===== src/hdl/uart_buffer_map.vh =====
// register offsets, frame bit counts, reset values and prescale codes
`ifndef UART_BUFFER_MAP_VH
`define UART_BUFFER_MAP_VH

`define SERIAL_DATA_BUFFER_ADDR   8'h99
`define SERIAL_DATA_BUFFER_RESET  8'h00
`define PRESCALE_DIV4             2'h1
`define PRESCALE_DIV12            2'h0
`define PRESCALE_DIV48            2'h2
`define PRESCALE_COUNT4           6'h03
`define PRESCALE_COUNT12          6'h0B
`define PRESCALE_COUNT48          6'h2F
`define FRAME_BITS8               4'hA
`define FRAME_BITS9               4'hB

`endif


===== src/hdl/baud_tick_gen.v =====
// baud timer: prescaler, 8-bit reload timer, half-rate toggle
`timescale 1ns/1ps
`default_nettype none

module baud_tick_gen (
   input  wire       clk,
   input  wire       reset_n,
   input  wire       timerDirectClockSelect,
   input  wire [1:0] timerPrescaleSelect,
   input  wire [7:0] reloadValue,
   output reg        baudTick
);

`include "uart_buffer_map.vh"

   reg  [5:0] preCnt_r;
   reg  [7:0] timer_r;
   reg        half_r;
   reg  [5:0] preLimit;
   wire       timerClk;

   // ************************************************************
   // prescaler
   // ************************************************************
   // decode of the prescale field; don't-care in direct mode
   always @* begin
      case (timerPrescaleSelect)
         `PRESCALE_DIV4:  preLimit = `PRESCALE_COUNT4;   // see RQ5
         `PRESCALE_DIV12: preLimit = `PRESCALE_COUNT12;  // see RQ5
         `PRESCALE_DIV48: preLimit = `PRESCALE_COUNT48;  // see RQ5
         default:         preLimit = `PRESCALE_COUNT12;
      endcase
   end

   // direct select bypasses the divider entirely
   assign timerClk = timerDirectClockSelect |
                     (preCnt_r >= preLimit);           // see RQ6

   always @(posedge clk or negedge reset_n) begin
      if (!reset_n) begin
         preCnt_r <= 6'h00;
      end else if (timerDirectClockSelect || preCnt_r >= preLimit) begin
         preCnt_r <= 6'h00;
      end else begin
         preCnt_r <= preCnt_r + 6'h01;
      end
   end

   // ************************************************************
   // reload timer
   // ************************************************************
   // overflow at 256 reloads; every second overflow is one bit time
   always @(posedge clk or negedge reset_n) begin
      if (!reset_n) begin
         timer_r  <= 8'h00;
         half_r   <= 1'b0;
         baudTick <= 1'b0;
      end else begin
         baudTick <= 1'b0;
         if (timerClk) begin
            if (timer_r == 8'hFF) begin
               timer_r  <= reloadValue;
               half_r   <= ~half_r;
               baudTick <= half_r;                     // see RQ7
            end else begin
               timer_r <= timer_r + 8'h01;
            end
         end
      end
   end

endmodule // baud_tick_gen

`default_nettype wire


===== src/hdl/uart_data_buffer.v =====
// serial port data buffer with transmit shifter, receiver and baud select
// Contract
// RQ1: the buffer address writes the transmit shifter and reads the receive latch, never the sent byte.
// RQ2: a written byte is held whole in the shifter until it is sent.
// RQ3: the write alone starts the frame.
// RQ4: a read returns the last received character.
// RQ5: prescale field 01 gives divide by 4, 00 by 12, 10 by 48.
// RQ6: with direct select set the timer counts the core clock and ignores the field.
// RQ7: baud is timer clock over twice the count from reload to 256.
// RQ8: in multiprocessor mode a receive event is raised only when the ninth bit is 1; the code filters only in nine-bit mode.
`timescale 1ns/1ps
`default_nettype none

module uart_data_buffer (
   // clock, reset and register bus
   input  wire       clk,
   input  wire       reset_n,
   input  wire [7:0] regAddr,
   input  wire       regWrite,
   input  wire       regRead,
   input  wire [7:0] regWdata,
   output reg  [7:0] regRdata,
   // baud timer selection
   input  wire       timerDirectClockSelect,
   input  wire [1:0] timerPrescaleSelect,
   input  wire [7:0] reloadValue,
   // frame format and receive control
   input  wire       nineBitMode,
   input  wire       txNinthBit,
   input  wire       receiveEnable,
   input  wire       multiprocReceiveEnable,
   // busy level, done pulses and ninth received bit
   output wire       txBusy,
   output reg        txDone,
   output reg        rxDone,
   output reg        rxNinthBit,
   // serial pins; the receive pin is asynchronous
   output reg        txLine,
   input  wire       rxLine
);

`include "uart_buffer_map.vh"

   // ************************************************************
   // declarations
   // ************************************************************
   // one-hot receive states
   localparam ST_IDLE  = 3'b001;
   localparam ST_SHIFT = 3'b010;
   localparam ST_STOP  = 3'b100;

   // timer tick and address decode
   wire        baudTick;
   wire        bufHit;
   wire        bufRead;
   wire        txStart;
   wire        txNinth;
   wire        rxKeep;

   // transmitter state and its next values
   reg  [9:0]  txShift_r;
   reg  [3:0]  txCnt_r;
   reg         txActive_r;
   reg  [9:0]  txShift_nxt;
   reg  [3:0]  txCnt_nxt;
   reg         txActive_nxt;
   reg         txLine_nxt;
   reg         txDone_nxt;

   // receiver state and line synchroniser
   reg  [7:0]  rxLatch_r;
   reg  [8:0]  rxShift_r;
   reg  [3:0]  rxBitCnt_r;
   reg  [2:0]  rxState_r;
   reg         rxSync1_r;
   reg         rxSync2_r;

   // ************************************************************
   // baud timer
   // ************************************************************
   // shared by both directions, so rx and tx bit edges line up
   baud_tick_gen i_baud_tick_gen (
      .clk                    (clk),
      .reset_n                (reset_n),
      .timerDirectClockSelect (timerDirectClockSelect),
      .timerPrescaleSelect    (timerPrescaleSelect),
      .reloadValue            (reloadValue),
      .baudTick               (baudTick)
   );

   // ************************************************************
   // address decode
   // ************************************************************
   // one address, two registers: writes load, reads see the latch
   assign bufHit  = (regAddr == `SERIAL_DATA_BUFFER_ADDR);
   assign bufRead = regRead && bufHit;                 // see RQ1
   // a write while busy is dropped so the shifter stays whole
   assign txStart = !txActive_r && regWrite && bufHit; // see RQ3
   // without the ninth bit this slot carries the stop bit
   assign txNinth = nineBitMode ? txNinthBit : 1'b1;
   // address filter: data bytes dropped in multiprocessor mode with nine-bit frames
   assign rxKeep  = !(nineBitMode && multiprocReceiveEnable &&
                      !rxShift_r[8]);                  // see RQ8
   assign txBusy  = txActive_r;

   // ************************************************************
   // register read
   // ************************************************************
   // only the receive latch is visible; unmapped reads return zero
   always @(posedge clk or negedge reset_n) begin
      if (!reset_n) begin
         regRdata <= `SERIAL_DATA_BUFFER_RESET;
      end else if (bufRead) begin
         regRdata <= rxLatch_r;                        // see RQ1 see RQ4
      end else begin
         regRdata <= 8'h00;
      end
   end

   // ************************************************************
   // transmitter
   // ************************************************************
   // next values: start, eight data bits lsb first, optional ninth,
   // stop; the shifter refills with ones so the line ends high
   always @* begin
      txShift_nxt  = txShift_r;
      txCnt_nxt    = txCnt_r;
      txActive_nxt = txActive_r;
      txLine_nxt   = txLine;
      txDone_nxt   = 1'b0;
      if (txStart) begin
         txActive_nxt = 1'b1;                          // see RQ3
         txShift_nxt  = {txNinth, regWdata, 1'b0};     // see RQ2
         txCnt_nxt    = nineBitMode ? `FRAME_BITS9 : `FRAME_BITS8;
      end else if (txActive_r && baudTick) begin
         txLine_nxt  = txShift_r[0];                   // see RQ2
         txShift_nxt = {1'b1, txShift_r[9:1]};
         txCnt_nxt   = txCnt_r - 4'h1;
         if (txCnt_r == 4'h0) begin
            txActive_nxt = 1'b0;
            txDone_nxt   = 1'b1;
            txLine_nxt   = 1'b1;
         end
      end
   end

   // transmit registers; line idles high out of reset
   always @(posedge clk or negedge reset_n) begin
      if (!reset_n) begin
         txShift_r  <= 10'h3FF;
         txCnt_r    <= 4'h0;
         txActive_r <= 1'b0;
         txLine     <= 1'b1;
         txDone     <= 1'b0;
      end else begin
         txShift_r  <= txShift_nxt;
         txCnt_r    <= txCnt_nxt;
         txActive_r <= txActive_nxt;
         txLine     <= txLine_nxt;
         txDone     <= txDone_nxt;
      end
   end

   // ************************************************************
   // receiver
   // ************************************************************
   // line passes two flops before anything looks at it
   always @(posedge clk or negedge reset_n) begin
      if (!reset_n) begin
         rxSync1_r <= 1'b1;
         rxSync2_r <= 1'b1;
      end else begin
         rxSync1_r <= rxLine;
         rxSync2_r <= rxSync1_r;
      end
   end

   // samples once per bit tick; coarse, no mid-bit alignment
   always @(posedge clk or negedge reset_n) begin
      if (!reset_n) begin
         rxState_r  <= ST_IDLE;
         rxShift_r  <= 9'h000;
         rxBitCnt_r <= 4'h0;
         rxLatch_r  <= `SERIAL_DATA_BUFFER_RESET;
         rxNinthBit <= 1'b0;
         rxDone     <= 1'b0;
      end else begin
         rxDone <= 1'b0;
         case (rxState_r)
            ST_IDLE: begin
               if (receiveEnable && !rxSync2_r && baudTick) begin
                  rxState_r  <= ST_SHIFT;
                  rxBitCnt_r <= nineBitMode ? 4'h9 : 4'h8;
               end
            end
            ST_SHIFT: begin
               if (baudTick) begin
                  if (nineBitMode) begin
                     rxShift_r <= {rxSync2_r, rxShift_r[8:1]};
                  end else begin
                     rxShift_r <= {1'b0, rxSync2_r, rxShift_r[7:1]};
                  end
                  rxBitCnt_r <= rxBitCnt_r - 4'h1;
                  if (rxBitCnt_r == 4'h1) begin
                     rxState_r <= ST_STOP;
                  end
               end
            end
            ST_STOP: begin
               if (baudTick) begin
                  rxState_r <= ST_IDLE;
                  // address filter: drop data bytes when enabled
                  if (rxKeep) begin                       // see RQ8
                     rxLatch_r  <= rxShift_r[7:0];        // see RQ4
                     rxNinthBit <= nineBitMode ? rxShift_r[8] : rxSync2_r;
                     rxDone     <= 1'b1;                  // see RQ8
                  end
               end
            end
            default: rxState_r <= ST_IDLE;
         endcase
      end
   end

endmodule // uart_data_buffer

`default_nettype wire


===== config.mk =====
export PLATFORM = sky130hd
export DESIGN_NAME = uart_data_buffer
export DESIGN_NICKNAME = d
export VERILOG_FILES = /design/src/hdl/baud_tick_gen.v /design/src/hdl/uart_data_buffer.v
export VERILOG_INCLUDE_DIRS = /design/src /design/src/hdl
export SDC_FILE = /design/constraint.sdc
export NUM_CORES = 1
export LEC_CHECK = 0
export ABC_CLOCK_PERIOD_IN_PS = 2200
export CAP_MARGIN = 20
export CORE_UTILIZATION = 62
export CTS_CLUSTER_SIZE = 14
export DETAILED_ROUTE_END_ITERATION = 10
export DONT_BUFFER_PORTS = 1
export PLACE_DENSITY_LB_ADDON = 0.12
export SETUP_SLACK_MARGIN = 0.3
export SYNTH_ARGS = -nofsm -noshare
export SYNTH_HDL_FRONTEND = slang
export SYNTH_HIERARCHICAL = 1
export SYNTH_SLANG_ARGS = --single-unit

===== constraint.sdc =====
create_clock -name clk -period 2.2 [get_ports clk]
set_clock_uncertainty 0.2 [all_clocks]
set_input_delay 0.11 -clock clk [delete_from_list [all_inputs] [get_ports clk]]
set_output_delay 0.11 -clock clk [all_outputs]
set_load 0.02 [all_outputs]

==> results of run 1 <==
cell usage in the layout (no fill, tap or decap), drive strengths merged, types with 10 or more instances in the layout:
| master | netlist | final |
|---|---|---|
| clkbuf | 2 | 12 |
| dfrtp | 55 | 55 |
| o21ai | 10 | 10 |
| inv | 12 | 12 |
| buf | 9 | 19 |
| mux2 | 18 | 18 |
| nand2 | 19 | 19 |
| and3 | 21 | 21 |
| dlygate4sd3 | 0 | 25 |
| nor2 | 16 | 16 |
| dfstp | 14 | 14 |
worst paths after layout:
kind / startpoint / endpoint / depth (start not counted)
worst max-delay path: regAddr[5] / txCnt_r[0]$_DFFE_PN0P_ / 7
worst min-delay path: regAddr[6] / txShift_r[4]$_DFFE_PN1P_ / 4
worst max register to register: i_baud_tick_gen/preCnt_r[2]$_DFF_PN0_ / i_baud_tick_gen/timer_r[0]$_DFFE_PN0P_ / 6
worst min register to register: rxSync1_r$_DFF_PN1_ / rxSync2_r$_DFF_PN1_ / 0
max in group asynchronous: reset_n / txShift_r[8]$_DFFE_PN1P_ / 2
min in group asynchronous: reset_n / rxLatch_r[1]$_DFFE_PN0P_ / 2
registers in the layout (all words and copies together) (netlist names):
signal / count
rxShift_r: 9
i_baud_tick_gen/baudTick: 1
i_baud_tick_gen/preCnt_r: 6
txShift_r: 10
txLine: 1
rxDone: 1
rxState_r: 3
rxLatch_r: 8
rxSync1_r: 1
i_baud_tick_gen/half_r: 1
txCnt_r: 4
i_baud_tick_gen/timer_r: 8
txDone: 1
txBusy: 1
regRdata: 8
rxNinthBit: 1
rxBitCnt_r: 4
rxSync2_r: 1
metrics by stage:
stage | setup WS [ns] | total power, mW | instances | area (sq um) | util
after floorplan | 0.468 | 1.64 | 271 | 3200 | -
after global placement | 0.273 | 1.69 | 335 | 3270 | 0.674
after detailed placement | 0.188 | 1.70 | 335 | 3270 | 0.674
after CTS | 0.311 | 2.62 | 383 | 3760 | 0.775
after global routing | 0.265 | 2.79 | 388 | 3820 | 0.788
final | 0.316 | 2.66 | 388 | 3820 | 0.788
critical path, stage by stage:
cell and delay (ns):
dlygate4sd3_1 0.55, nor4bb_2 0.34, buf_4 0.21, buf_4 0.13, buf_4 0.10, a31oi_2 0.13
a221o_1 0.33
cell families (layout without fill, tap and decap cells):
family                   Yosys count  count (layout)  synth area share
AO/OA/AOI/OAI                     46              46             0.108
XOR/XNOR                           7               7            0.0191
adder cells (fa/ha/maj)            9               9            0.0352
buffers and inverters             23              73            0.0391
flip-flops                        69              69             0.545
multiplexers                      24              24            0.0821
AND/OR/NAND/NOR                   93              93             0.172
power by group through the flow:
stage | Sequential (mW) | Combinational, mW | Clock [mW]
after global placement | 1.46 | 0.228 | 0
after detailed placement | 1.46 | 0.237 | 0
final | 1.45 | 0.331 | 0.878
after CTS | 1.44 | 0.280 | 0.895
after floorplan | 1.44 | 0.200 | 0
after global routing | 1.46 | 0.371 | 0.959
routing by layer:
metal	wire, um	GRT usage
met1	2750	0.319
met2	3220	0.436
met3	297	0.0837
met4	117	0.0833
met5	0	0
timing repair:
| action | 4_1_cts | 5_1_grt |
|---|---|---|
| endpoints found under the setup margin | 6 | 14 |
| endpoints found under the hold margin | 111 | 71 |
| pin swaps | 1 | 3 |
| buffers inserted | 3 | 7 |
| gates resized for setup | 1 | 4 |
| hold buffers | 29 | 2 |
layout make-up:
type | instances | area (sq um) | share of cell area
multi-input combinational | 179 | 1350 | 0.354
sequential | 69 | 1740 | 0.457
tap | 67 | 83.8 | 0.0219
timing repair buffer | 45 | 425 | 0.111
inverter | 12 | 45.0 | 0.0118
clock buffer | 12 | 145 | 0.0380
clock inverter | 4 | 23.8 | 0.00622
==> flow_summary.toml, run 1 <==
[die]
placement_rows = 25
die_h_um = 73.9
die-width_um = 73.9
initial_cell_density_of_the_core = 0.660
io_pins = 49
floorplan_die_area_sq_um = 5460
core_region_area_sq_um = 4850

[power]
switching_share = 0.258
switchingPower_mw = 0.684
sequentialPowerShare = 0.545
irDropWorstVdd_mv = 0.529
leakagePower_nw = 1.84
power.clock.fraction = 0.331
p_per_area_nw_per_um2 = 695
power_report.internal_total_mw = 1.97
power_frac_comb = 0.125

[placement]
place.port_buffers = 0
place_congestion = 0.823
detailedPlacementHpwl_um = 3770

[cts]
tritoncts = "done"
clockRootBuffer = "clkbuf_8"
clock_sinks = 69
h-tree-depth = 3
clk_pin_slew_ns = 0.07
numCtsBuffers = 9
insertion_delay_ns = 0.34
max-clock-path-buffers = 2

[sta]
post-route-min-period_ns = 1.88
setup_viol = 0
rsz0062_at_grt = "yes"
final_max_slew_viol_count = 0
slew_headroom = 0.646
timing.hold.ws_ns = -0.0775
max_freq_mhz = 531
worst_pin_slew_ns = 0.530
period_utilization_post_route = 0.856
report.final.hold_viol_count = 2
total_negative_setup_slack_ns = 0

[worst_setup_path]
worstSetupPathType = "in -> reg"
reg2reg_setup_slack_ns = 0.37
critPathArrivalTime_ns = 1.91
worst-endpoint-required_ns = 2.23
endpoint_kind = "flop"
cp_launch_type = "input pin"
path_max_fanout = 6

[logic_synthesis]
mappedNetlistNets = 316
prevailing_post_synth_register_cell = "dfrtp_1"
postSynthRegisterBits = 69
post_synth_main_area_contributors = "dfrtp_1, dfstp_2, mux2_2"
ys_async_sr_fraction = 1.00
synth_edf_count = 0
synth.top_cells.by_count = "dfrtp_1, nand2_1, and3_1"
count_of_warnings_emitted_by_yosys = 6
syn-mean-instance-area_sq_um = 11.8
synth.yosys.seq_area_share = 0.545
synth.cell_area_sq_um = 3200
synth_cells = 271
synth.most_common_cell = "dfrtp_1"
yosys.cell_types.count = 52
netlist.top_cell.by_area = "dfrtp_1"
synth.top_cell.area_share = 0.430

[grt]
globalRouteTotalUtil = 0.260
grt-ovfl-total = 0
grt_pass1_wl_um = 10400
antenna_found_initial = 0
first_global_vias = 2187
largest_net_degree_at_the_start_of_global_routing = 70

[outcome]
violations_in_the_final_reports = "hold timing"
status = "complete, but fails checks"

[routing]
final_antenna_net_count = 0
avgViaCountPerCell = 5.87
wl_um = 6380
detailedRoute.firstPassIterationCount = 4
routed_wire_length_per_instance_um = 16.5
dr.first_iter.drc_count = 107
vias = 2277
drc = 0

[min_path]
timing.hold.worst.class = "in -> reg"

[final_layout]
drive_above_1_share = 0.234
antenna-diode-count = 0
n_fill_cell = 303
finish.net_count = 361
syn2layout_area_growth_pct = 19.3

[run]
maxCapViolations = 0
No activity file was read; power rests on OpenSTA's default activity.
==> run 2: changes to the inputs <==
--- a/config.mk
+++ b/config.mk
@@ -8,7 +8,7 @@
 export LEC_CHECK = 0
 export ABC_CLOCK_PERIOD_IN_PS = 2200
 export CAP_MARGIN = 20
-export CORE_UTILIZATION = 62
+export CORE_UTILIZATION = 41
 export CTS_CLUSTER_SIZE = 14
 export DETAILED_ROUTE_END_ITERATION = 10
 export DONT_BUFFER_PORTS = 1
==> flow_summary.toml, run 2 (same netlist as run 1, synthesis figures left out) <==
[cts]
clock_sinks = 69
max-clock-path-buffers = 2
clk_pin_slew_ns = 0.08
tritoncts = "done"
insertion_delay_ns = 0.35
numCtsBuffers = 9
clockRootBuffer = "clkbuf_8"
h-tree-depth = 3

[final_layout]
syn2layout_area_growth_pct = 20.8
highest_count_cells_in_the_layout_ignoring_fill_and_taps = "dfrtp_1, dlygate4sd3_1, nand2_1"
biggestRegsByFlops = "txShift_r (10), rxShift_r (9)"
antenna-diode-count = 0
finish.net_count = 357
top_register_by_number_of_flip_flops = "txShift_r"
max_ffs_per_register = 10
mostFrequentLayoutCell = "dfrtp_1"
drive_above_1_share = 0.218
n_fill_cell = 639
finish.instance_area_sq_um = 3870

[grt]
globalRouteTotalUtil = 0.158
grt-ovfl-total = 0
grt_pass1_wl_um = 10300
first_global_vias = 2142
largest_net_degree_at_the_start_of_global_routing = 70
antenna_found_initial = 0

[worst_setup_path]
rr_startpoint = "i_baud_tick_gen/preCnt_r[2]$_DFF_PN0_"
worst-endpoint-required_ns = 2.25
cp-startpoint = "i_baud_tick_gen/preCnt_r[2]$_DFF_PN0_"
critPathArrivalTime_ns = 1.89
endpoint_kind = "flop"
path_max_fanout = 11
worstSetupPathType = "reg -> reg"
cp_launch_type = "flop"

[placement]
detailedPlacementHpwl_um = 3860
place_congestion = 0.741
place.port_buffers = 0
place_area_sq_um = 3310

[sta]
total_negative_setup_slack_ns = 0
post-route-min-period_ns = 1.84
worst_pin_slew_ns = 0.408
period_utilization_post_route = 0.835
final_max_slew_viol_count = 0
rsz0062_at_grt = "no"
setup_viol = 0
report.final.hold_viol_count = 0
slew_headroom = 0.724
max_freq_mhz = 544

[power]
power.clock.fraction = 0.375
sequentialPowerShare = 0.514
leakagePower_nw = 1.81
irDropWorstVdd_mv = 0.429
switchingPower_mw = 0.729
power_frac_comb = 0.111
p_per_area_nw_per_um2 = 728
switching_share = 0.259
power_report.internal_total_mw = 2.09

[min_path]
timing.hold.worst.class = "in -> reg"
hold_start = "regAddr[4]"

[run]
maxCapViolations = 0

[routing]
wl_um = 5990
vias = 2202
final_antenna_net_count = 0
avgViaCountPerCell = 5.29
drc = 0
dr.first_iter.drc_count = 97
detailedRoute.firstPassIterationCount = 4
routed_wire_length_per_instance_um = 14.4

[outcome]
status = "completed"

[die]
die-width_um = 90.4
initial_cell_density_of_the_core = 0.432
placement_rows = 31
die_h_um = 90.4
floorplan_die_area_sq_um = 8170
io_pins = 49
core_region_area_sq_um = 7410
## run 2: cell count changes in the layout (fill, tap and decap cells not counted), sizes merged
cell | before | now
buf | 19 | 13
bufinv | 0 | 1
clkbuf | 12 | 10
clkinv | 4 | 1
clkinvlp | 0 | 3
dlygate4sd3 | 25 | 27
inv | 12 | 13
## run 2: what timing repair did
item                                    4_1_cts  5_1_grt
pin swaps                                     1        0
cloned                                        0        0
setup buffers                                 2        1
hold endpoints to repair                    112        0
endpoints found under the setup margin        2       17
hold buffers                                 29        0
gates resized for setup                       0        4
## run 2: power groups by stage
stage               Combinational [mW]  Sequential (mW)  Clock (mW)
detailed placement               0.232             1.47           0
CTS                              0.311             1.44        1.10
finish                           0.313             1.45        1.05
global route                     0.359             1.46        1.15
global placement                 0.228             1.47           0
floorplan                        0.200             1.44           0
## run 2: final timing paths
path                                                               end  slack, ns  cells past startpoint
worst max-delay path            i_baud_tick_gen/timer_r[0]$_DFFE_PN0P_       0.36                      6
worst min-delay path                          txShift_r[2]$_DFFE_PN1P_       0.02                      4
worst max register to register  i_baud_tick_gen/timer_r[0]$_DFFE_PN0P_       0.36                      6
worst min register to register                     rxSync2_r$_DFF_PN1_       0.16                      0
max in group asynchronous                          rxSync1_r$_DFF_PN1_       1.31                      2
min in group asynchronous                             txDone$_DFF_PN0_       0.13                      2
## run 2: per-stage QoR
stage / instances / setup slack (ns) / total power [mW] / hold slack, ns / utilization
finish: 416 / 0.362 / 2.82 / 0.0165 / 0.522
global route: 416 / 0.301 / 2.97 / 0.0253 / 0.522
CTS: 415 / 0.309 / 2.86 / 0.000410 / 0.519
detailed placement: 368 / 0.283 / 1.70 / -0.384 / 0.447
global placement: 368 / 0.329 / 1.70 / -0.384 / 0.447
floorplan: 271 / 0.468 / 1.64 / -0.386 / -
## run 2: area by class of cell
type                            count  area (sq um)  share of cell area
Multi-Input combinational cell    179          1340               0.347
Clock buffer                       10           138              0.0356
Sequential cell                    69          1740               0.451
Tap cell                           99           124              0.0320
Inverter                           12          45.0              0.0117
Timing Repair Buffer               41           404               0.105
Clock inverter                      6          70.1              0.0181
## run 2: critical path: stages (launching register included)
cell      delay [ns]
dfrtp_1         0.41
ha_1            0.30
a21oi_1         0.16
o211ai_2        0.15
buf_6           0.17
and3b_1         0.18
a311oi_2        0.17
## run 2: routing by layer
| layer | global-route usage | part of all wire |
|---|---|---|
| met5 | 0 | 0 |
| met4 | 0.0444 | 0.012 |
| met1 | 0.206 | 0.47 |
| met2 | 0.250 | 0.46 |
| met3 | 0.0530 | 0.055 |
